**src/hdl/pis_pkg.sv**
```systemverilog
package pis_pkg;

   // ------------------------------------------------------------
   // register indices (byte address is four times the index)
   // ------------------------------------------------------------
   localparam int IDX_GIE = 'h20;
   localparam int IDX_EP_EN = 'h21;
   localparam int IDX_VECTOR = 'h23;
   localparam int IDX_DAC_EN = 'h30;
   localparam int IDX_DAC_POL = 'h31;
   localparam int IDX_GPIO_EN = 'h32;
   localparam int IDX_GPIO_POL = 'h33;
   localparam int IDX_CONFIG = 'h34;
   localparam int IDX_PENDING = 'h35;
   localparam int IDX_SERIAL_SC = 'h36;

   localparam int ADDR_W = 12;
   localparam logic [ADDR_W-1:0] ADDR_GIE = ADDR_W'(IDX_GIE * 4);
   localparam logic [ADDR_W-1:0] ADDR_EP_EN = ADDR_W'(IDX_EP_EN * 4);
   localparam logic [ADDR_W-1:0] ADDR_VECTOR = ADDR_W'(IDX_VECTOR * 4);
   localparam logic [ADDR_W-1:0] ADDR_DAC_EN = ADDR_W'(IDX_DAC_EN * 4);
   localparam logic [ADDR_W-1:0] ADDR_DAC_POL = ADDR_W'(IDX_DAC_POL * 4);
   localparam logic [ADDR_W-1:0] ADDR_GPIO_EN = ADDR_W'(IDX_GPIO_EN * 4);
   localparam logic [ADDR_W-1:0] ADDR_GPIO_POL = ADDR_W'(IDX_GPIO_POL * 4);
   localparam logic [ADDR_W-1:0] ADDR_CONFIG = ADDR_W'(IDX_CONFIG * 4);
   localparam logic [ADDR_W-1:0] ADDR_PENDING = ADDR_W'(IDX_PENDING * 4);
   localparam logic [ADDR_W-1:0] ADDR_SERIAL_SC = ADDR_W'(IDX_SERIAL_SC * 4);

   // ------------------------------------------------------------
   // sizes and field positions
   // ------------------------------------------------------------
   localparam int NUM_EP = 5;
   localparam int NUM_DAC = 8;
   localparam int NUM_PORT = 4;
   localparam int NUM_GPIO = 32;
   localparam int NUM_SRC = 12;
   localparam int GIE_BUS_RESET = 0;
   localparam int GIE_T128 = 1;
   localparam int GIE_T1024 = 2;
   localparam int GIE_DAC = 4;
   localparam int GIE_GPIO = 5;
   localparam int GIE_SERIAL = 6;
   // pending bit k is vector k+1
   localparam int SRC_BUS_RESET = 0;
   localparam int SRC_T128 = 1;
   localparam int SRC_T1024 = 2;
   localparam int SRC_EP0 = 3;
   localparam int SRC_DAC = 9;
   localparam int SRC_GPIO = 10;
   localparam int SRC_SERIAL = 11;
   localparam int CFG_PAR_EN = 0;
   // serial status/control fields
   localparam int SC_PROCEED = 0;
   localparam int SC_MASTER = 1;
   localparam int SC_XMIT = 2;
   localparam int SC_ACK = 3;
   localparam int SC_ADDR = 4;
   localparam int SC_STOP = 5;
   localparam int SC_ARBL = 6;
   localparam int SC_ENABLE = 7;
   localparam logic [7:0] RST_BYTE = 8'h00;
   localparam logic [31:0] RST_WORD = 32'h0000_0000;

   // ------------------------------------------------------------
   // carriers
   // ------------------------------------------------------------
   typedef struct packed {
      logic [NUM_EP-1:0] done;
      logic [NUM_EP-1:0] is_in;
      logic [NUM_EP-1:0] acked;
   } pis_ep_ev_type;

   typedef struct packed {
      logic srx_byte;
      logic first_byte;
      logic srx_stop;
      logic stx_byte;
      logic master_ack;
      logic mtx_byte;
      logic mrx_byte;
      logic arb_lost;
      logic bus_stop;
   } pis_ser_ev_type;

   typedef enum logic [1:0] {CTX_NONE, CTX_MTX, CTX_MRX} pis_mctx_type;

endpackage : pis_pkg

```
**src/hdl/pis_irq_ctrl.sv**
```systemverilog
// Added by the designer: the register offsets and the APB interface to the registers.
`timescale 1ns/1ps

// ------------------------------------------------------------
// edge trigger with lockout, shared by dac and gpio pins
// ------------------------------------------------------------
module pis_edge_lock #(parameter int W = 8) (
   // clock and reset
   input wire logic pclk,
   input wire logic presetn,
   // pins and settings
   input wire logic [W-1:0] pin,
   input wire logic [W-1:0] en,
   input wire logic [W-1:0] pol,
   input wire logic block,
   // result
   output logic fire,
   output logic locked
);
   logic [W-1:0] active;
   logic [W-1:0] prev_reg;
   logic [W-1:0] edges;
   logic lock_vld_reg;
   logic [$clog2(W)-1:0] lock_idx_reg;
   logic [$clog2(W)-1:0] first_idx;
   logic release_now;

   assign active = ~(pin ^ pol);
   assign edges = active & ~prev_reg & en;
   assign release_now = ~active[lock_idx_reg] | ~en[lock_idx_reg];
   assign fire = ~lock_vld_reg & (|edges) & ~block;
   assign locked = lock_vld_reg;

   always_comb begin
      first_idx = '0;
      for (int i = W - 1; i >= 0; i--) begin
         if (edges[i]) begin
            first_idx = ($clog2(W))'(i);
         end
      end
   end

   always_ff @(posedge pclk or negedge presetn) begin
      if (!presetn) begin
         prev_reg <= '0;
      end else begin
         prev_reg <= active;
      end
   end

   // one pin holds the lock until it goes inactive or loses its enable
   always_ff @(posedge pclk or negedge presetn) begin
      if (!presetn) begin
         lock_vld_reg <= 1'b0;
         lock_idx_reg <= '0;
      end else if (lock_vld_reg) begin
         if (release_now) begin
            lock_vld_reg <= 1'b0;
         end
      end else if (fire) begin
         lock_vld_reg <= 1'b1;
         lock_idx_reg <= first_idx;
      end
   end
endmodule : pis_edge_lock

`timescale 1ns/1ps

// Overview of operation
// five endpoint sources, each raised by its own endpoint traffic.
// endpoint source raised on final handshake: host ack in, device ack out.
// in transaction without host ack raises nothing.
// dac pin fires on enabled edge, rising or falling per polarity bit.
// all dac pins share one vector, no priority between pins.
// after one dac pin fires, others blocked until it idles or disables.
// dac enables survive interrupt acknowledge.
// gpio pin fires only when enabled, polarity chosen per port.
// all gpio pins share one vector, no priority between pins.
// after one gpio pin fires, others blocked until it idles or disables.
// gpio enables survive interrupt acknowledge.
// parallel host assist owns gpio vector, blocks every gpio pin.
// parallel host assist interrupt gated only by global enable bit 5.
// gpio enables still steer cmos output mode of pins.
// slave receive interrupts per byte, address flag on first byte.
// slave stop sets stop flag and interrupts, unless after a nacked byte.
// slave transmit interrupts per byte, ack bit reports master ack.
// master transmit interrupts per byte; clearing master select sends stop.
// master receive interrupts per byte; master clear plus proceed sends stop.
// arbitration loss clears master, sets flag, interrupts at next stop.
// proceed cleared before conditions one to four; firmware sets it again.
// after master interrupt firmware writes status once setting proceed.
// each source latches pending until serviced or reset, gated by enable.
// lowest pending vector number wins.
module pis_irq_ctrl (
   // clock and reset
   input wire logic pclk,
   input wire logic presetn,
   // apb slave
   input wire logic psel,
   input wire logic penable,
   input wire logic pwrite,
   input wire logic [pis_pkg::ADDR_W-1:0] paddr,
   input wire logic [31:0] pwdata,
   output logic [31:0] prdata,
   output logic pready,
   output logic pslverr,
   // event sources on pclk
   input wire logic bus_reset_ev,
   input wire logic t128_ev,
   input wire logic t1024_ev,
   input wire pis_pkg::pis_ep_ev_type ep_ev,
   input wire logic par_ev,
   input wire pis_pkg::pis_ser_ev_type ser_ev,
   // pins from outside
   input wire logic [pis_pkg::NUM_DAC-1:0] dac_pin,
   input wire logic [pis_pkg::NUM_GPIO-1:0] gpio_pin,
   // cpu side
   input wire logic intr_ack,
   output logic irq_req,
   output logic [3:0] irq_vec,
   // pin and serial control
   output logic [pis_pkg::NUM_GPIO-1:0] gpio_cmos_en,
   output logic ser_proceed,
   output logic ser_master,
   output logic ser_xmit,
   output logic ser_ack,
   output logic ser_stop_req
);
   logic [7:0] gie_reg;
   logic [pis_pkg::NUM_EP-1:0] ep_en_reg;
   logic [pis_pkg::NUM_DAC-1:0] dac_en_reg;
   logic [pis_pkg::NUM_DAC-1:0] dac_pol_reg;
   logic [pis_pkg::NUM_GPIO-1:0] gpio_en_reg;
   logic [pis_pkg::NUM_PORT-1:0] gpio_pol_reg;
   logic par_en_reg;
   logic [7:0] sc_reg;
   logic [pis_pkg::NUM_SRC-1:0] pend_reg;
   logic [pis_pkg::NUM_DAC-1:0] dac_s1_reg, dac_s2_reg;
   logic [pis_pkg::NUM_GPIO-1:0] gpio_s1_reg, gpio_s2_reg;
   logic nack_seen_reg, arb_wait_reg;
   pis_pkg::pis_mctx_type mctx_reg;
   logic setup, wr, rd_ok;
   logic [31:0] rd_data;
   logic [pis_pkg::NUM_GPIO-1:0] gpio_pol_bits;
   logic dac_fire, gpio_fire;
   logic [pis_pkg::NUM_SRC-1:0] src_set, src_en, src_clr, req;
   logic [3:0] vec_next;
   logic ser_fire, ser_pause;

   // ------------------------------------------------------------
   // apb access, zero wait states
   // ------------------------------------------------------------
   assign setup = psel & ~penable;
   assign wr = psel & penable & pwrite;

   always_comb begin
      rd_ok = 1'b1;
      rd_data = pis_pkg::RST_WORD;
      unique case (paddr)
         pis_pkg::ADDR_GIE: rd_data = {24'h00_0000, gie_reg};
         pis_pkg::ADDR_EP_EN: rd_data = {27'h000_0000, ep_en_reg};
         pis_pkg::ADDR_VECTOR: rd_data = {27'h000_0000, irq_vec, 1'b0};
         pis_pkg::ADDR_DAC_EN: rd_data = {24'h00_0000, dac_en_reg};
         pis_pkg::ADDR_DAC_POL: rd_data = {24'h00_0000, dac_pol_reg};
         pis_pkg::ADDR_GPIO_EN: rd_data = gpio_en_reg;
         pis_pkg::ADDR_GPIO_POL: rd_data = {28'h000_0000, gpio_pol_reg};
         pis_pkg::ADDR_CONFIG: rd_data = {31'h0000_0000, par_en_reg};
         pis_pkg::ADDR_PENDING: rd_data = {20'h0_0000, pend_reg};
         pis_pkg::ADDR_SERIAL_SC: rd_data = {24'h00_0000, sc_reg};
         default: rd_ok = 1'b0;
      endcase
   end

   always_ff @(posedge pclk or negedge presetn) begin
      if (!presetn) begin
         pready <= 1'b0;
         pslverr <= 1'b0;
         prdata <= pis_pkg::RST_WORD;
      end else begin
         pready <= setup;
         pslverr <= setup & ~rd_ok;
         prdata <= (setup && !pwrite) ? rd_data : pis_pkg::RST_WORD;
      end
   end

   // acknowledge never touches the enables, only software writes do
   always_ff @(posedge pclk or negedge presetn) begin
      if (!presetn) begin
         gie_reg <= pis_pkg::RST_BYTE;
         ep_en_reg <= '0;
         dac_en_reg <= '0;
         dac_pol_reg <= '0;
         gpio_en_reg <= '0;
         gpio_pol_reg <= '0;
         par_en_reg <= 1'b0;
      end else if (wr) begin
         if (paddr == pis_pkg::ADDR_GIE) gie_reg <= pwdata[7:0];
         if (paddr == pis_pkg::ADDR_EP_EN) ep_en_reg <= pwdata[pis_pkg::NUM_EP-1:0];
         if (paddr == pis_pkg::ADDR_DAC_EN) dac_en_reg <= pwdata[7:0];
         if (paddr == pis_pkg::ADDR_DAC_POL) dac_pol_reg <= pwdata[7:0];
         if (paddr == pis_pkg::ADDR_GPIO_EN) gpio_en_reg <= pwdata;
         if (paddr == pis_pkg::ADDR_GPIO_POL) gpio_pol_reg <= pwdata[3:0];
         if (paddr == pis_pkg::ADDR_CONFIG) par_en_reg <= pwdata[pis_pkg::CFG_PAR_EN];
      end
   end

   // ------------------------------------------------------------
   // pin synchronisers and edge triggers
   // ------------------------------------------------------------
   always_ff @(posedge pclk or negedge presetn) begin
      if (!presetn) begin
         dac_s1_reg <= '0;
         dac_s2_reg <= '0;
         gpio_s1_reg <= '0;
         gpio_s2_reg <= '0;
      end else begin
         dac_s1_reg <= dac_pin;
         dac_s2_reg <= dac_s1_reg;
         gpio_s1_reg <= gpio_pin;
         gpio_s2_reg <= gpio_s1_reg;
      end
   end

   always_comb begin
      for (int p = 0; p < pis_pkg::NUM_PORT; p++) begin
         gpio_pol_bits[p*8 +: 8] = {8{gpio_pol_reg[p]}};
      end
   end

   // one shared vector per pin group; firmware reads the ports to tell pins apart
   pis_edge_lock #(.W(pis_pkg::NUM_DAC)) u_dac (
      .pclk(pclk),
      .presetn(presetn),
      .pin(dac_s2_reg),
      .en(dac_en_reg),
      .pol(dac_pol_reg),
      .block(1'b0),
      .fire(dac_fire),
      .locked()
   );

   pis_edge_lock #(.W(pis_pkg::NUM_GPIO)) u_gpio (
      .pclk(pclk),
      .presetn(presetn),
      .pin(gpio_s2_reg),
      .en(gpio_en_reg),
      .pol(gpio_pol_bits),
      .block(par_en_reg),
      .fire(gpio_fire),
      .locked()
   );

   // ------------------------------------------------------------
   // serial controller status/control and its interrupt
   // ------------------------------------------------------------
   assign ser_pause = ser_ev.srx_byte | ser_ev.srx_stop & ~nack_seen_reg
                    | ser_ev.stx_byte | ser_ev.mtx_byte;
   assign ser_fire = sc_reg[pis_pkg::SC_ENABLE]
                   & (ser_ev.srx_byte
                      | ser_ev.srx_stop & ~nack_seen_reg
                      | ser_ev.stx_byte
                      | ser_ev.mtx_byte
                      | ser_ev.mrx_byte
                      | ser_ev.bus_stop & arb_wait_reg);

   // hardware updates follow the software write so that they win
   always_ff @(posedge pclk or negedge presetn) begin
      if (!presetn) begin
         sc_reg <= pis_pkg::RST_BYTE;
      end else begin
         if (wr && paddr == pis_pkg::ADDR_SERIAL_SC) sc_reg <= pwdata[7:0];
         if (ser_pause) sc_reg[pis_pkg::SC_PROCEED] <= 1'b0;
         if (ser_ev.srx_byte) sc_reg[pis_pkg::SC_ADDR] <= ser_ev.first_byte;
         if (ser_ev.srx_stop && !nack_seen_reg) sc_reg[pis_pkg::SC_STOP] <= 1'b1;
         if (ser_ev.stx_byte) sc_reg[pis_pkg::SC_ACK] <= ser_ev.master_ack;
         if (ser_ev.arb_lost) begin
            sc_reg[pis_pkg::SC_MASTER] <= 1'b0;
            sc_reg[pis_pkg::SC_ARBL] <= 1'b1;
         end
      end
   end

   always_ff @(posedge pclk or negedge presetn) begin
      if (!presetn) begin
         nack_seen_reg <= 1'b0;
         arb_wait_reg <= 1'b0;
      end else begin
         if (ser_ev.srx_byte) nack_seen_reg <= ~sc_reg[pis_pkg::SC_ACK];
         else if (ser_ev.srx_stop) nack_seen_reg <= 1'b0;
         if (ser_ev.arb_lost) arb_wait_reg <= 1'b1;
         else if (ser_ev.bus_stop) arb_wait_reg <= 1'b0;
      end
   end

   // master context remembers which byte interrupt the next write answers
   always_ff @(posedge pclk or negedge presetn) begin
      if (!presetn) begin
         mctx_reg <= pis_pkg::CTX_NONE;
         ser_stop_req <= 1'b0;
      end else begin
         ser_stop_req <= 1'b0;
         if (ser_ev.mtx_byte) begin
            mctx_reg <= pis_pkg::CTX_MTX;
         end else if (ser_ev.mrx_byte) begin
            mctx_reg <= pis_pkg::CTX_MRX;
         end else if (ser_ev.arb_lost) begin
            mctx_reg <= pis_pkg::CTX_NONE;
         end else if (wr && paddr == pis_pkg::ADDR_SERIAL_SC) begin
            unique case (mctx_reg)
               pis_pkg::CTX_MTX:
                  ser_stop_req <= ~pwdata[pis_pkg::SC_MASTER];
               pis_pkg::CTX_MRX:
                  ser_stop_req <= ~pwdata[pis_pkg::SC_MASTER]
                                & pwdata[pis_pkg::SC_PROCEED];
               pis_pkg::CTX_NONE: ser_stop_req <= 1'b0;
               default: ser_stop_req <= 1'b0;
            endcase
            mctx_reg <= pis_pkg::CTX_NONE;
         end
      end
   end

   // ------------------------------------------------------------
   // pending flags, enables and priority
   // ------------------------------------------------------------
   always_comb begin
      src_set = '0;
      src_set[pis_pkg::SRC_BUS_RESET] = bus_reset_ev;
      src_set[pis_pkg::SRC_T128] = t128_ev;
      src_set[pis_pkg::SRC_T1024] = t1024_ev;
      for (int e = 0; e < pis_pkg::NUM_EP; e++) begin
         // in: host ack; out: device ack; no ack means no event
         src_set[pis_pkg::SRC_EP0 + e] = ep_ev.done[e] & ep_ev.acked[e];
      end
      src_set[pis_pkg::SRC_DAC] = dac_fire;
      src_set[pis_pkg::SRC_GPIO] = par_en_reg ? par_ev : gpio_fire;
      src_set[pis_pkg::SRC_SERIAL] = ser_fire;
      src_en = '0;
      src_en[pis_pkg::SRC_BUS_RESET] = gie_reg[pis_pkg::GIE_BUS_RESET];
      src_en[pis_pkg::SRC_T128] = gie_reg[pis_pkg::GIE_T128];
      src_en[pis_pkg::SRC_T1024] = gie_reg[pis_pkg::GIE_T1024];
      src_en[pis_pkg::SRC_EP0 +: pis_pkg::NUM_EP] = ep_en_reg;
      src_en[pis_pkg::SRC_DAC] = gie_reg[pis_pkg::GIE_DAC];
      src_en[pis_pkg::SRC_GPIO] = gie_reg[pis_pkg::GIE_GPIO];
      src_en[pis_pkg::SRC_SERIAL] = gie_reg[pis_pkg::GIE_SERIAL];
      src_clr = '0;
      if (intr_ack && irq_req) src_clr[irq_vec - 4'h1] = 1'b1;
   end

   assign req = pend_reg & src_en;

   always_comb begin
      vec_next = 4'h0;
      for (int k = pis_pkg::NUM_SRC - 1; k >= 0; k--) begin
         if (req[k]) vec_next = 4'(k + 1);
      end
   end

   // a new event in the acknowledge cycle survives the clear
   always_ff @(posedge pclk or negedge presetn) begin
      if (!presetn) begin
         pend_reg <= '0;
      end else begin
         pend_reg <= (pend_reg & ~src_clr) | src_set;
      end
   end

   always_ff @(posedge pclk or negedge presetn) begin
      if (!presetn) begin
         irq_req <= 1'b0;
         irq_vec <= 4'h0;
         gpio_cmos_en <= '0;
         ser_proceed <= 1'b0;
         ser_master <= 1'b0;
         ser_xmit <= 1'b0;
         ser_ack <= 1'b0;
      end else begin
         irq_req <= |req;
         irq_vec <= vec_next;
         gpio_cmos_en <= gpio_en_reg;
         ser_proceed <= sc_reg[pis_pkg::SC_PROCEED];
         ser_master <= sc_reg[pis_pkg::SC_MASTER];
         ser_xmit <= sc_reg[pis_pkg::SC_XMIT];
         ser_ack <= sc_reg[pis_pkg::SC_ACK];
      end
   end
endmodule : pis_irq_ctrl

```
**config.mk**
```make
export PLATFORM = sky130hd
export DESIGN_NAME = pis_irq_ctrl
export DESIGN_NICKNAME = d
export VERILOG_FILES = /design/src/hdl/pis_pkg.sv /design/src/hdl/pis_irq_ctrl.sv
export SDC_FILE = /design/constraint.sdc
export NUM_CORES = 1
export LEC_CHECK = 0
export BUFFER_PORTS_ARGS = -buffer_cell sky130_fd_sc_hd__buf_2
export CORE_UTILIZATION = 50
export CTS_CLUSTER_DIAMETER = 200
export DETAILED_ROUTE_END_ITERATION = 8
export MAX_ROUTING_LAYER = met4
export PLACE_DENSITY = 0.81
export SLEW_MARGIN = 5
export SYNTH_ARGS = -nofsm -noshare
export SYNTH_HDL_FRONTEND = slang
export SYNTH_SLANG_ARGS = --single-unit
```
**constraint.sdc**
```tcl
create_clock -name pclk -period 2.1 [get_ports pclk]
set_clock_uncertainty 0.05 [all_clocks]
set_input_delay 0.315 -clock pclk [delete_from_list [all_inputs] [get_ports pclk]]
set_output_delay 0.315 -clock pclk [all_outputs]
set_load 0.01 [all_outputs]
```
Yosys cells after proc, flatten, opt, wreduce, memory -nomap -nowiden --
Index checks and enable logic that the tools add are counted.
Storage, ports and cells: input bits 118, latch bits 0, bits in registers 296, memory bits (read-only) 0, bits in writable memories 0, memories 0, output and inout port bits 76, word-level logic and storage cells 225
Operators by class: shift operators 0, reduce and logical (&&, ||, !) cells 28, muxes and demuxes 93, equality and inequality tests 12, add/sub/neg operators 1, $lt $le $gt $ge 4, bitwise operators 49, divide/modulo/power cells 0, multiply operators 0
Operators by type and width (number):
- 32-bit case mux with 10 select lines | 1
- 5-bit two-way mux | 32
- 12-bit by 8-bit equality test with 1-bit output (second input constant) | 10
- 32-bit AND | 2
- 32-bit inverter | 2
- 4-bit two-way mux | 12
- 32-bit two-way mux | 1
- 32-bit OR reduction | 1
- 32-bit XOR | 1
- 1-bit two-way mux | 27
- 12-bit AND | 2
- 3-bit two-way mux | 8
- 2-bit AND reduction | 9
- 1-bit AND | 16
- 8-bit AND | 2
- 8-bit inverter | 2
- 2-bit nonzero test | 7
- 12-bit two-way mux | 1
- 1-bit inverter | 12
- 12-bit inverter | 1
- 12-bit bitwise OR | 1
- 12-bit OR reduction | 1
- 1-bit binary-select mux with 5-bit select | 2
- 10-bit OR reduction | 1
- 18 further kinds | 33

Depth between registers and ports, before layout --
Gate-level depths: netlist (run 1).
word-level depth 36, depth in mapped cells 9, mapped depth without buffers 7

Cells and area by module --
From an unflattened synthesis (run 1), not the netlist that was laid out.
Second synthesis, totals: cell total of the unflattened synthesis 873, area total of the unflattened synthesis 11862.6 um2
By module, submodules not included:
- pis_irq_ctrl | cells an instance 577, sequential area each 6155.9 um2, times used 1, area an instance 8714.6 um2
- pis_edge_lock (u_gpio) | cells an instance 231, sequential area each 950.9 um2, times used 1, area an instance 2424.8 um2
- pis_edge_lock (u_dac) | cells an instance 65, sequential area each 300.3 um2, times used 1, area an instance 723.2 um2

Least setup slack after synthesis (run 1) --
OpenSTA, ideal clock, no wires.
path type input to register, start point in paddr[9] (netlist name), end point reg dac_pol_reg[0] (netlist name), data required time 1.923 ns, arrival 2.126 ns, cell stages on the path 8, buffers on the path 2, setup slack -0.203 ns, setup time 0.127 ns, path through or4_1 > buf_2 > nor3_2 > nand2_1 > nor2_2 > and2_1 > buf_4 > mux2_1
Between the ends: cells in the longest elaborated chain, start to end 2
Ends and longest elaborated chain:
- start, declared | RTL line pis_irq_ctrl.sv:102 | input wire logic [pis_pkg::ADDR_W-1:0] paddr,
- 12-bit by 8-bit equality test with 1-bit output | RTL line pis_irq_ctrl.sv:200 | if (paddr == pis_pkg::ADDR_DAC_POL) dac_pol_reg <= pwdata[7:0];
- 2-bit AND reduction (no line)
- end signal, assigned | RTL line pis_irq_ctrl.sv:200
- end, declared | RTL line pis_irq_ctrl.sv:132 | logic [pis_pkg::NUM_DAC-1:0] dac_pol_reg;
No other way between the ends. A chain may end at the register's enable or synchronous reset.

Final worst setup path (run 1) --
start point reg gpio_pol_reg[2] (netlist name), end point reg u_gpio.lock_idx_reg[0]
Between the ends: elaborated cells on any way between the ends 32, classes of those cells mux: 24; bitwise: 6; reduce/logical: 2
RTL lines:
- start, declared | RTL line pis_irq_ctrl.sv:134 | logic [pis_pkg::NUM_PORT-1:0] gpio_pol_reg;
- start signal, assigned | RTL line pis_irq_ctrl.sv:202 | if (paddr == pis_pkg::ADDR_GPIO_POL) gpio_pol_reg <= pwdata[3:0];
- 32-bit XOR (*) | RTL line pis_irq_ctrl.sv:28 | assign active = ~(pin ^ pol);
- 32-bit inverter (*) | RTL line pis_irq_ctrl.sv:28
- via u_gpio.active[18] | RTL line pis_irq_ctrl.sv:20 | logic [W-1:0] active;
- 32-bit AND (*) (2 in a row) | RTL line pis_irq_ctrl.sv:29 | assign edges = active & ~prev_reg & en;
- 5-bit two-way mux (19 in a row) | RTL line pis_irq_ctrl.sv:37 | if (edges[i]) begin
- end signal, assigned | RTL line pis_irq_ctrl.sv:62 | lock_idx_reg <= first_idx;
- end, declared | RTL line pis_irq_ctrl.sv:24 | logic [$clog2(W)-1:0] lock_idx_reg;
Mark *: on every way through the listed nets, which the timed path passes. The rest lies on a longest branch.

==> results of run 1 <==
layer usage:
metal / track usage (%) / share of wire [%] / vias to the layer above / wire length (um)
li1: - / - / 3900 / -
met1: 37.8 / 40 / 4456 / 13200
met2: 44.6 / 48 / 517 / 16200
met3: 4.11 / 8.3 / 109 / 2760
met4: 8.18 / 3.6 / 0 / 1200
met5: - / 0 / - / 0
stage by stage:
stage	instances	instance area [um2]	utilization, %	hold slack [ns]
6_report	1575	16100	73.1	0.0158
5_1_grt	1575	16100	73.1	0.0252
4_1_cts	1565	15800	71.3	0.00592
3_5_place_dp	1412	13500	61.0	0.162
3_3_place_gp	1412	13500	61.0	0.162
2_1_floorplan	870	11500	-	-0.0306
cells by family (layout without fill, tap and decap cells):
| group | after synthesis | in the layout | synth area share [%] |
|---|---|---|---|
| compound gates | 161 | 161 | 10.4 |
| xor+xnor | 41 | 41 | 3.15 |
| fa+ha+maj | 2 | 2 | 0.219 |
| buf+inv | 56 | 480 | 2.25 |
| flops | 296 | 296 | 64.9 |
| mux | 82 | 82 | 8.59 |
| other cells | 0 | 1 | 0 |
| simple gates | 232 | 232 | 10.5 |
worst register-to-register path: stages, from the launching register on:
cell and delay, ns:
dfrtp_2 0.47, buf_12 0.19, xnor2_1 0.28, o2bb2ai_2 0.23, nor4_4 0.09, a41o_1 0.27
a221o_1 0.32, o32ai_2 0.27
path summary, 6_finish.rpt:
kind / to / slack [ns]
setup reg to reg: u_gpio.lock_idx_reg[0]$_DFFE_PN0P_ / -0.17
min in group asynchronous: gpio_s2_reg[17]$_DFF_PN0_ / 0.19
hold reg to reg: gpio_s2_reg[3]$_DFF_PN0_ / 0.30
setup / recovery: u_gpio.lock_idx_reg[0]$_DFFE_PN0P_ / -0.17
hold / removal: sc_reg[5]$_DFFE_PN0P_ / 0.02
max in group asynchronous: dac_en_reg[7]$_DFFE_PN0P_ / 1.08
report_power, final:
group	switching, W	total, W	internal, W
combinational	0.000322	0.000652	0.000329
clock	0.00225	0.00573	0.00348
sequential	0.0000955	0.00594	0.00584
total	0.00267	0.0123	0.00965
cell type report:
cell class / count / area (um2) / share of cell area (%)
Sequential cell: 296 / 7410 / 45.9
Multi-Input combinational cell: 518 / 4330 / 26.8
Timing Repair Buffer: 393 / 2850 / 17.6
Clock buffer: 35 / 801 / 4.96
Tap cell: 280 / 350 / 2.17
Clock inverter: 21 / 282 / 1.74
Inverter: 31 / 116 / 0.721
Antenna cell: 1 / 2.50 / 0.0155
cell usage in the layout (no fill, tap or decap), drive strengths merged, types with 8 or more instances in the layout:
cell type / n
buf: 304
dfrtp: 296
dlygate4sd3: 89
nand2: 76
mux2: 68
nor2: 41
clkbuf: 35
inv: 32
xnor2: 29
a21oi: 27
and2: 26
o21ai: 25
nand2b: 21
a22oi: 19
nand3: 18
nor2b: 17
a222oi: 12
xor2: 12
mux2i: 8
clkinv: 8
synth_stat cells, types with 3 or more instances:
cell       number  area share, %
a2bb2o_1        5           0.44
o31ai_1         5           0.33
and2_1         26            1.4
a41oi_1         5           0.38
o2bb2ai_1       4           0.31
buf_2          10           0.44
nand3b_1        3           0.20
a32o_1          7           0.61
a22oi_1        19            1.2
o22a_1          5           0.38
o2111ai_1       3           0.23
nor2b_1        17           0.93
clkbuf_1        6           0.20
a211oi_1        3           0.20
buf_4           5           0.33
o22ai_1         6           0.33
o41ai_1         4           0.31
nor3_1          4           0.18
mux2_2         13            1.3
o21ai_1         3           0.13
inv_1          31            1.0
o21ai_0        22           0.96
nand2b_1       21            1.2
or2_2           3           0.16
mux4_2          6            1.2
xor2_1         12           0.92
nor4_1          6           0.33
o211ai_1        6           0.39
nand2_1        75            2.5
mux2i_1         8           0.70
mux2_1         55            5.4
a222oi_1       12            1.1
a21oi_1        27            1.2
a2111oi_0       3           0.23
nand3_1        18           0.79
nor2_1         39            1.3
xnor2_1        29            2.2
dfrtp_1       296             65
timing repair:
item,in CTS,in global routing
hold endpoints to repair,311,0
pin swaps,5,16
cloned,0,1
hold buffers,89,0
resized for setup,47,43
endpoints found under the setup margin,5,7
buffers inserted,8,10
==> impl_results.md, run 1 <==
- Antenna-violating nets left: 0
- Buffers on Ports: roughly 190
- EDFF count, synth: 0
- Drt initial violations: 886
- Largest net degree at the start of global routing: 84
- Overall power: 0.0123 W
- Pleak: between 7 and 8 nW
- Seq cells post-synth: around 300
- Clk root buf: clkbuf_16
- Initial Utilization: 51.7%
- Final WL: between 30000 and 40000 um
- CTS tree: yes
- Worst reg2reg path startpoint: gpio_pol_reg[2]$_DFFE_PN0P_
- Ys async rst share: 100%
- H-tree depth: 1
- Worst relative slew slack: around 63%
- Layout cells sized above 1: 35.5%
- Final Hold Viols: 0
- Gate Count Post-Synth: 870
- CP arrival: around 2.7 ns
- Die ar.: around 0.023 mm2
- Cells on Worst Hold Path: 3
- First-pass GRT wire length: 49800 um
- Largest fanout on the critical path: 7
- Core ar.: 0.0221 mm2
- RSZ-0062 raised after global routing: yes
- Crit. path cell count: 7
- Final setup violation count: 4
- Number of global-route vias before repair: approximately 9100
- WL/cell: around 21 um
- Crit path max-delay family: compound AO/OA/AOI/OAI gates
- Worst slew pin tran: 0.554 ns
- Fin Setup TNS: -0.554 ns
- Die X: about 150 um
- R2r worst-path depth: 7
- Syn_nets: 990
- Crit path from: gpio_pol_reg[2]$_DFFE_PN0P_
- # DRC: 0
- Slew Viols, Final: 0
- Fin nets: 1390
- Layout fillers: 1325
- CP startpoint kind: register
- Fmax: between 0.4 and 0.5 GHz
- Failing checks: setup timing
- Hold Path Class: input port to register
- Post-synthesis sequential area ratio: between 60% and 70%
- Skew-Pair Late Insertion Delay: 0.55 ns
- Row count: 54
- Post-Syn Area: ~0.011 mm2
- I/O pin count: 194
- Buffer depth of the longest clock path: 3
- Pwr dens: ~760 mW/mm2
- Cts bufs inserted: 30
- Min-delay src: ser_ev[6]
- Gr usage total: roughly 28%
- Die Height: about 150 um
- Slowest stage cell, crit path: dfrtp_2
- Vias per inst: between 5 and 6
- Count of different cell masters after synthesis: 76
- Dpl hpwl: ~20000 um
- CP Buf/Inv Count: 1
- Worst Path Class, Setup: register to register
- DRT Pass-1 Iters: 6
- Synth warn: 0
- Area grow syn2layout: 41.5%
- Via Count: around 9000
- Final worst-path setup slack: -0.168 ns
- Mapped Avg Cell Area: approximately 13 um2
- Pre-CTS WS: -0.252 ns
- Initial antenna violation count: 1
- Clock-pin slew on the worst setup and hold paths: ~0.060 ns
- CTS Sinks: between 200 and 300
- CP Cell Sequence: buf_12 -> xnor2_1 -> o2bb2ai_2 -> nor4_4 -> a41o_1 -> a221o_1 -> o32ai_2
- Max IR drop VDD: 0.664 mV
- RePlAce Congestion: approximately 0.94
- Top_reg_cell synth: dfrtp_1
- Outcome: finished with violations
- Tcrit/Tclk final: 108%
- Required @ worst endpoint: 2.50 ns
- Gr ovfl total: 0
- MaxCap Viol Count: 0
- CP peak stage delay: approximately 0.47 ns
- Crit path capture type: register
- Tmin final: around 2.3 ns
Note: power is estimated with default switching activity, not from simulation.
==> run 2: changes to the inputs <==
--- a/config.mk
+++ b/config.mk
@@ -6,6 +6,7 @@
 export NUM_CORES = 1
 export LEC_CHECK = 0
 export BUFFER_PORTS_ARGS = -buffer_cell sky130_fd_sc_hd__buf_2
+export CORE_ASPECT_RATIO = 0.6
 export CORE_UTILIZATION = 50
 export CTS_CLUSTER_DIAMETER = 200
 export DETAILED_ROUTE_END_ITERATION = 8
==> impl_results.md, run 2 (synthesis gave the netlist of run 1 again) <==
- Reg2reg end: u_gpio.locked$_DFF_PN0_
- Dpl hpwl: 24500 um (+22%)
- RePlAce Congestion: 0.979 (+3.7%)
- WL/cell: 21.3 um (+0.53%)
- R2r worst-path depth: 8 (+1)
- Via Count: 8652 (-3.7%)
- Layout cells sized above 1: 34.3% (-1.3 points)
- Die Height: 119 um (-22%)
- Fmax: 0.464 GHz (+5.3%)
- Sequential fraction of design power: 51.1% (+2.9 points)
- CP startpoint kind: register
- Fin nets: 1388 (-0.14%)
- Row count: 42 (-22%)
- Gr ovfl total: 0 (unchanged)
- Switch share: 22.7% (+1.0 points)
- Overall power: 0.0116 W (-5.7%)
- Pint: 0.00898 W (-7.0%)
- Pre-CTS WS: -0.280 ns (-0.0281 ns)
- Die ar.: 0.0235 mm2 (about the same)
- H-tree depth: 1 (unchanged)
- Psw: 0.00263 W (-1.3%)
- Slew Viols, Final: 0 (unchanged)
- Failing checks: setup timing
- Commonest cells after routing, fill and taps aside: 292 x dfrtp_1, 187 x buf_2, 109 x buf_4, 87 x dlygate4sd3_1, 74 x nand2_1
- MaxCap Viol Count: 0 (unchanged)
- Worst slew pin tran: 0.602 ns (+0.0477 ns)
- Largest net degree at the start of global routing: 55 (-35%)
- Finished Layout Cells: 1598 (+1.5%)
- Number of global-route vias before repair: 8827 (-2.7%)
- # DRC: 0 (unchanged)
- Largest fanout on the critical path: 8 (+1)
- Reg2Reg Setup Slack: -0.05 ns (+0.11 ns)
- Final Hold Viols: 0 (unchanged)
- Clock Power Share: 43.3% (-3.2 points)
- Cts bufs inserted: 27 (-10%)
- Drt initial violations: 1020 (+15%)
- Area grow syn2layout: 38.5%
- Clock-pin slew on the worst setup and hold paths: 0.08 ns (+0.02 ns)
- I/O pin count: 194 (unchanged)
- RSZ-0062 raised after global routing: yes
- Die X: 197 um (+29%)
- Outcome: finished with violations
- Logic gate share of total power: 5.5% (+0.2 points)
- Fin Setup TNS: -0.0813 ns (+0.473 ns)
- CTS tree: yes
- Required @ worst endpoint: 2.47 ns (-0.03 ns)
- Pwr dens: 735 mW/mm2 (-3.7%)
- Layout fillers: 1563 (+18%)
- Worst Path Class, Setup: register to register
- Final setup violation count: 3 (-1)
- Tcrit/Tclk final: 103% (-5.4 points)
- Initial Utilization: 51.3% (-0.31 points)
- First-pass GRT wire length: 51800 um (+4.0%)
- Max IR drop VDD: 0.580 mV (-13%)
- Pleak: 7.68 nW (-1.7%)
- Buffer depth of the longest clock path: 3 (unchanged)
- Gr usage total: 30.7% (+2.6 points)
- Hold Path Class: input port to register
- Vias per inst: 5.41 (-5.1%)
- Skew-Pair Late Insertion Delay: 0.56 ns (about the same)
- Antenna-violating nets left: 0 (unchanged)
- Commonest non-fill, non-tap cell in the layout: dfrtp_1
- Tmin final: 2.15 ns (-0.114 ns)
- Crit path from: gpio_pol_reg[0]$_DFFE_PN0P_
- Buffers on Ports: 188 (unchanged)
- Worst relative slew slack: 59.9% (-3.2 points)
- DRT Pass-1 Iters: 6 (unchanged)
- Initial antenna violation count: 2 (+1)
- Worst reg2reg path startpoint: gpio_pol_reg[0]$_DFFE_PN0P_
- CP endpoint: u_gpio.locked$_DFF_PN0_
- CP arrival: 2.52 ns (-0.15 ns)
- Core ar.: 0.0222 mm2 (+0.61%)
- Crit path capture type: register
- Worst hold slack: 0.0139 ns (-0.00185 ns)
- Clk root buf: clkbuf_16
- Placed cell count: 1459 (+3.3%)
- CTS Sinks: 296 (unchanged)
- Final WL: 34000 um (+2.0%)
- Final worst-path setup slack: -0.0533 ns (+0.114 ns)
## run 2: changes by cell type in the layout (fill, tap and decap cells not counted), sizes merged, moves of 3 or more
cell / previous run / this run
clkinv: 8 / 3
bufinv: 6 / 2
buf: 304 / 307
clkinvlp: 6 / 3
inv: 32 / 35
## run 2: layout make-up
type                            instances  area [um2]  share of cell area (%)
Clock inverter                         12         148                   0.934
Antenna cell                            3        7.51                  0.0475
Sequential cell                       296        7410                    46.9
Multi-Input combinational cell        518        4170                    26.4
Tap cell                              308         385                    2.44
Inverter                               31         116                   0.736
Clock buffer                           36         759                    4.81
Timing Repair Buffer                  394        2800                    17.7
## run 2: worst max-delay path, stage by stage, from the launching register on
cell and delay (ns):
dfrtp_2 0.51, buf_4 0.19, xnor2_1 0.14, buf_4 0.16
nand2_1 0.05, o21ai_0 0.10, mux4_2 0.49, mux2i_1 0.23
o311ai_2 0.11
## run 2: how the worst min path moves through the flow
stage,from,endpoint,cells after the start
floorplan,presetn,arb_wait_reg$_DFFE_PN0P_,0
global placement,presetn,gpio_s1_reg[25]$_DFF_PN0_,1
detailed placement,presetn,gpio_s1_reg[25]$_DFF_PN0_,1
CTS,pwdata[7],gie_reg[7]$_DFFE_PN0P_,2
global route,pwdata[7],gie_reg[7]$_DFFE_PN0P_,2
finish,par_ev,pend_reg[10]$_DFF_PN0_,3
## run 2: metal layers
layer / vias to the layer above / GRT usage [%] / part of all wire [%]
met2: 440 / 39.2 / 39
met1: 4290 / 48.0 / 49
met3: 32 / 9.37 / 11
met5: - / - / 0
met4: 0 / 5.52 / 1.2
li1: 3890 / - / -
## run 2: stage by stage
step	util, %	area [um2]
CTS	70.5	15700
detailed placement	61.3	13600
finish	71.1	15800
floorplan	-	11500
global placement	61.3	13600
global route	71.1	15800
## run 2: power groups by stage
stage | sequential, W | clock (W) | combinational [W]
global placement | 0.00603 | 0 | 0.000478
CTS | 0.00593 | 0.00508 | 0.000635
detailed placement | 0.00603 | 0 | 0.000492
finish | 0.00594 | 0.00503 | 0.000644
floorplan | 0.00599 | 0 | 0.000123
global route | 0.00595 | 0.00533 | 0.000705
## run 2: repair_timing
action                     in CTS  in global routing
hold buffers                   87                  0
hold endpoints to repair      127                  0
pin swaps                       6                  7
setup endpoints to repair       5                  6
setup buffers                   2                  0
resized for setup              47                 18
==> run 3: changes to the inputs <==
--- a/config.mk
+++ b/config.mk
@@ -8,6 +8,7 @@
 export BUFFER_PORTS_ARGS = -buffer_cell sky130_fd_sc_hd__buf_2
 export CORE_ASPECT_RATIO = 0.6
 export CORE_UTILIZATION = 50
+export CTS_BUF_LIST = sky130_fd_sc_hd__clkbuf_16
 export CTS_CLUSTER_DIAMETER = 200
 export DETAILED_ROUTE_END_ITERATION = 8
 export MAX_ROUTING_LAYER = met4
==> impl_results.md, run 3 (synthesis gave the netlist of run 1 again) <==
- Die ar.: 0.0235 mm2 (unchanged)
- Commonest cells after routing, fill and taps aside: 292 x dfrtp_1, 187 x buf_2, 102 x buf_4, 87 x dlygate4sd3_1, 72 x nand2_1
- Final worst-path setup slack: -0.0738 ns (-0.0205 ns)
- Worst reg2reg path startpoint: gpio_pol_reg[2]$_DFFE_PN0P_
- MaxCap Viol Count: 0 (unchanged)
- Hold Path Sink: pend_reg[10]$_DFF_PN0_
- Hold Path Class: input port to register
- Fin nets: 1391 (+0.22%)
- I/O pin count: 194 (unchanged)
- Reg2reg end: u_gpio.lock_idx_reg[2]$_DFFE_PN0P_
- Outcome: finished with violations
- Pre-CTS WS: -0.280 ns (unchanged)
- CTS tree: yes
- First-pass GRT wire length: 51700 um (-0.12%)
- Buffer depth of the longest clock path: 3 (unchanged)
- Die Height: 119 um (unchanged)
- Cells on Worst Hold Path: 3 (unchanged)
- Number of global-route vias before repair: 8811 (-0.18%)
- Met2 usage: 38.9% (-0.29 points)
- Most Crowded Layer GR: met1
- Gr usage total: 30.7% (about the same)
- Initial antenna violation count: 2 (unchanged)
- Core ar.: 0.0222 mm2 (unchanged)
- Pwr dens: 718 mW/mm2 (-2.3%)
- Min-delay src: par_ev
- Drt initial violations: 929 (-8.9%)
- Initial Utilization: 51.3% (unchanged)
- Clock-pin slew on the worst setup and hold paths: 0.07 ns (about the same)
- Vias per inst: 5.48 (+1.2%)
- Die X: 197 um (unchanged)
- Antenna-violating nets left: 0 (unchanged)
- Gr ovfl total: 0 (unchanged)
- RSZ-0062 raised after global routing: yes
- Met3 Use GR: 9.60% (+0.23 points)
- Logic gate share of total power: 5.8% (+0.3 points)
- Row count: 42 (unchanged)
- Required @ worst endpoint: 2.48 ns (about the same)
- # DRC: 0 (unchanged)
- Pint: 0.00879 W (-2.1%)
- Largest fanout on the critical path: 6 (-2)
- Pleak: 7.71 nW (+0.47%)
- H-tree depth: 1 (unchanged)
- Crit path from: gpio_pol_reg[2]$_DFFE_PN0P_
- RePlAce Congestion: 0.979 (unchanged)
- Max IR drop VDD: 0.575 mV (-0.86%)
- Largest net degree at the start of global routing: 55 (unchanged)
- Worst Path Class, Setup: register to register
- Buffers on Ports: 188 (unchanged)
- Slew Viols, Final: 0 (unchanged)
- Clk root buf: clkbuf_16
- Final setup violation count: 4 (+1)
- Final Hold Viols: 0 (unchanged)
- Layout fillers: 1530 (-2.1%)
- Tcrit/Tclk final: 104% (+0.98 points)
- CP arrival: 2.56 ns (+0.04 ns)
- Sequential fraction of design power: 52.0% (+0.9 points)
- Layout cells sized above 1: 34.7% (+0.39 points)
- R2r worst-path depth: 8 (unchanged)
- Worst slew pin tran: 0.540 ns (-0.0617 ns)
- DRT Pass-1 Iters: 7 (+1)
- Dpl hpwl: 24500 um (unchanged)
- Cts bufs inserted: 27 (unchanged)
- Failing checks: setup timing
- Tmin final: 2.17 ns (+0.0205 ns)
- Switch share: 23.1% (+0.46 points)
- WL/cell: 21.6 um (+1.8%)
- GR Layer Usage met1: 48.0% (about the same)
- Skew-Pair Late Insertion Delay: 0.55 ns (about the same)
- Clock Power Share: 42.2% (-1.1 points)
- Commonest non-fill, non-tap cell in the layout: dfrtp_1
- Via Count: 8774 (+1.4%)
- Worst hold slack: 0.0214 ns (+0.00743 ns)
- CTS Sinks: 296 (unchanged)
- Reg2Reg Setup Slack: -0.07 ns (-0.02 ns)
- Final WL: 34600 um (+2.0%)
- Area grow syn2layout: 39.6%
- CP startpoint kind: register
- Fmax: 0.460 GHz (-0.94%)
- Psw: 0.00264 W (+0.46%)
- Worst relative slew slack: 64.0% (+4.1 points)
- Crit path capture type: register
==> run 3: cell count changes in the layout (fill, tap and decap cells not counted), moves of 4 or more <==
cell,change
buf_6,+10
xnor2_2,-5
xnor2_4,+6
clkinv_1,+5
clkbuf_1,-4
clkbuf_8,-5
inv_1,+4
buf_4,-7
==> run 3: worst max-delay path by stage <==
stage / endpoint / slack, ns
2_1_floorplan: dac_en_reg[0]$_DFFE_PN0P_ / -0.12
4_1_cts: u_gpio.locked$_DFF_PN0_ / 0.0009
6_report: u_gpio.lock_idx_reg[2]$_DFFE_PN0P_ / -0.07
3_5_place_dp: prdata[30]$_DFF_PN0_ / -0.28
3_3_place_gp: prdata[15]$_DFF_PN0_ / -0.21
5_1_grt: u_gpio.lock_idx_reg[2]$_DFFE_PN0P_ / -0.15
==> run 3: cell type report <==
| cell class | count | area, um2 | share of cell area (%) |
|---|---|---|---|
| Antenna cell | 3 | 7.51 | 0.0471 |
| Clock buffer | 27 | 676 | 4.24 |
| Clock inverter | 21 | 181 | 1.14 |
| Inverter | 31 | 116 | 0.730 |
| Multi-Input combinational cell | 518 | 4290 | 26.9 |
| Sequential cell | 296 | 7410 | 46.5 |
| Tap cell | 308 | 385 | 2.42 |
| Timing Repair Buffer | 397 | 2870 | 18.0 |
==> run 3: per-stage QoR <==
| step | util [%] | cell area [um2] | total power, W | TNS, ns | std cells |
|---|---|---|---|---|---|
| finish | 71.7 | 15900 | 0.0114 | -0.173 | 1601 |
| global route | 71.7 | 15900 | 0.0118 | -0.656 | 1600 |
| CTS | 70.3 | 15600 | 0.0114 | 0 | 1595 |
| detailed placement | 61.3 | 13600 | 0.00652 | -18.71 | 1459 |
| global placement | 61.3 | 13600 | 0.00651 | -15.56 | 1459 |
| floorplan | - | 11500 | 0.00612 | -6.22 | 870 |
==> run 3: layer usage <==
| layer | up-vias | routed length, um | part of all wire, % |
|---|---|---|---|
| met3 | 51 | 3900 | 11 |
| met2 | 461 | 13700 | 40 |
| met4 | 0 | 550 | 1.6 |
| met1 | 4376 | 16500 | 48 |
| met5 | - | 0 | 0 |
| li1 | 3886 | - | - |
==> run 3: worst max-delay path, cell delays in order, from the launching register on <==
cell and delay (ns):
dfrtp_2 0.47, buf_12 0.18, xor2_1 0.18, buf_4 0.16
o2bb2ai_2 0.22, nor4_4 0.07, a41o_1 0.24, buf_6 0.14
o41ai_1 0.34
==> run 3: timing repair <==
action,CTS,global route
hold buffers,87,0
pin swaps,6,20
resized for setup,47,44
endpoints found under the setup margin,5,6
buffers inserted,2,3
endpoints found under the hold margin,127,0
==> run 3: power groups by stage <==
| stage | clock network (W) | registers, W | logic (W) |
|---|---|---|---|
| 2_1_floorplan | 0 | 0.00599 | 0.000123 |
| 3_3_place_gp | 0 | 0.00603 | 0.000478 |
| 3_5_place_dp | 0 | 0.00603 | 0.000492 |
| 4_1_cts | 0.00487 | 0.00593 | 0.000634 |
| 5_1_grt | 0.00513 | 0.00596 | 0.000722 |
| 6_report | 0.00482 | 0.00595 | 0.000664 |
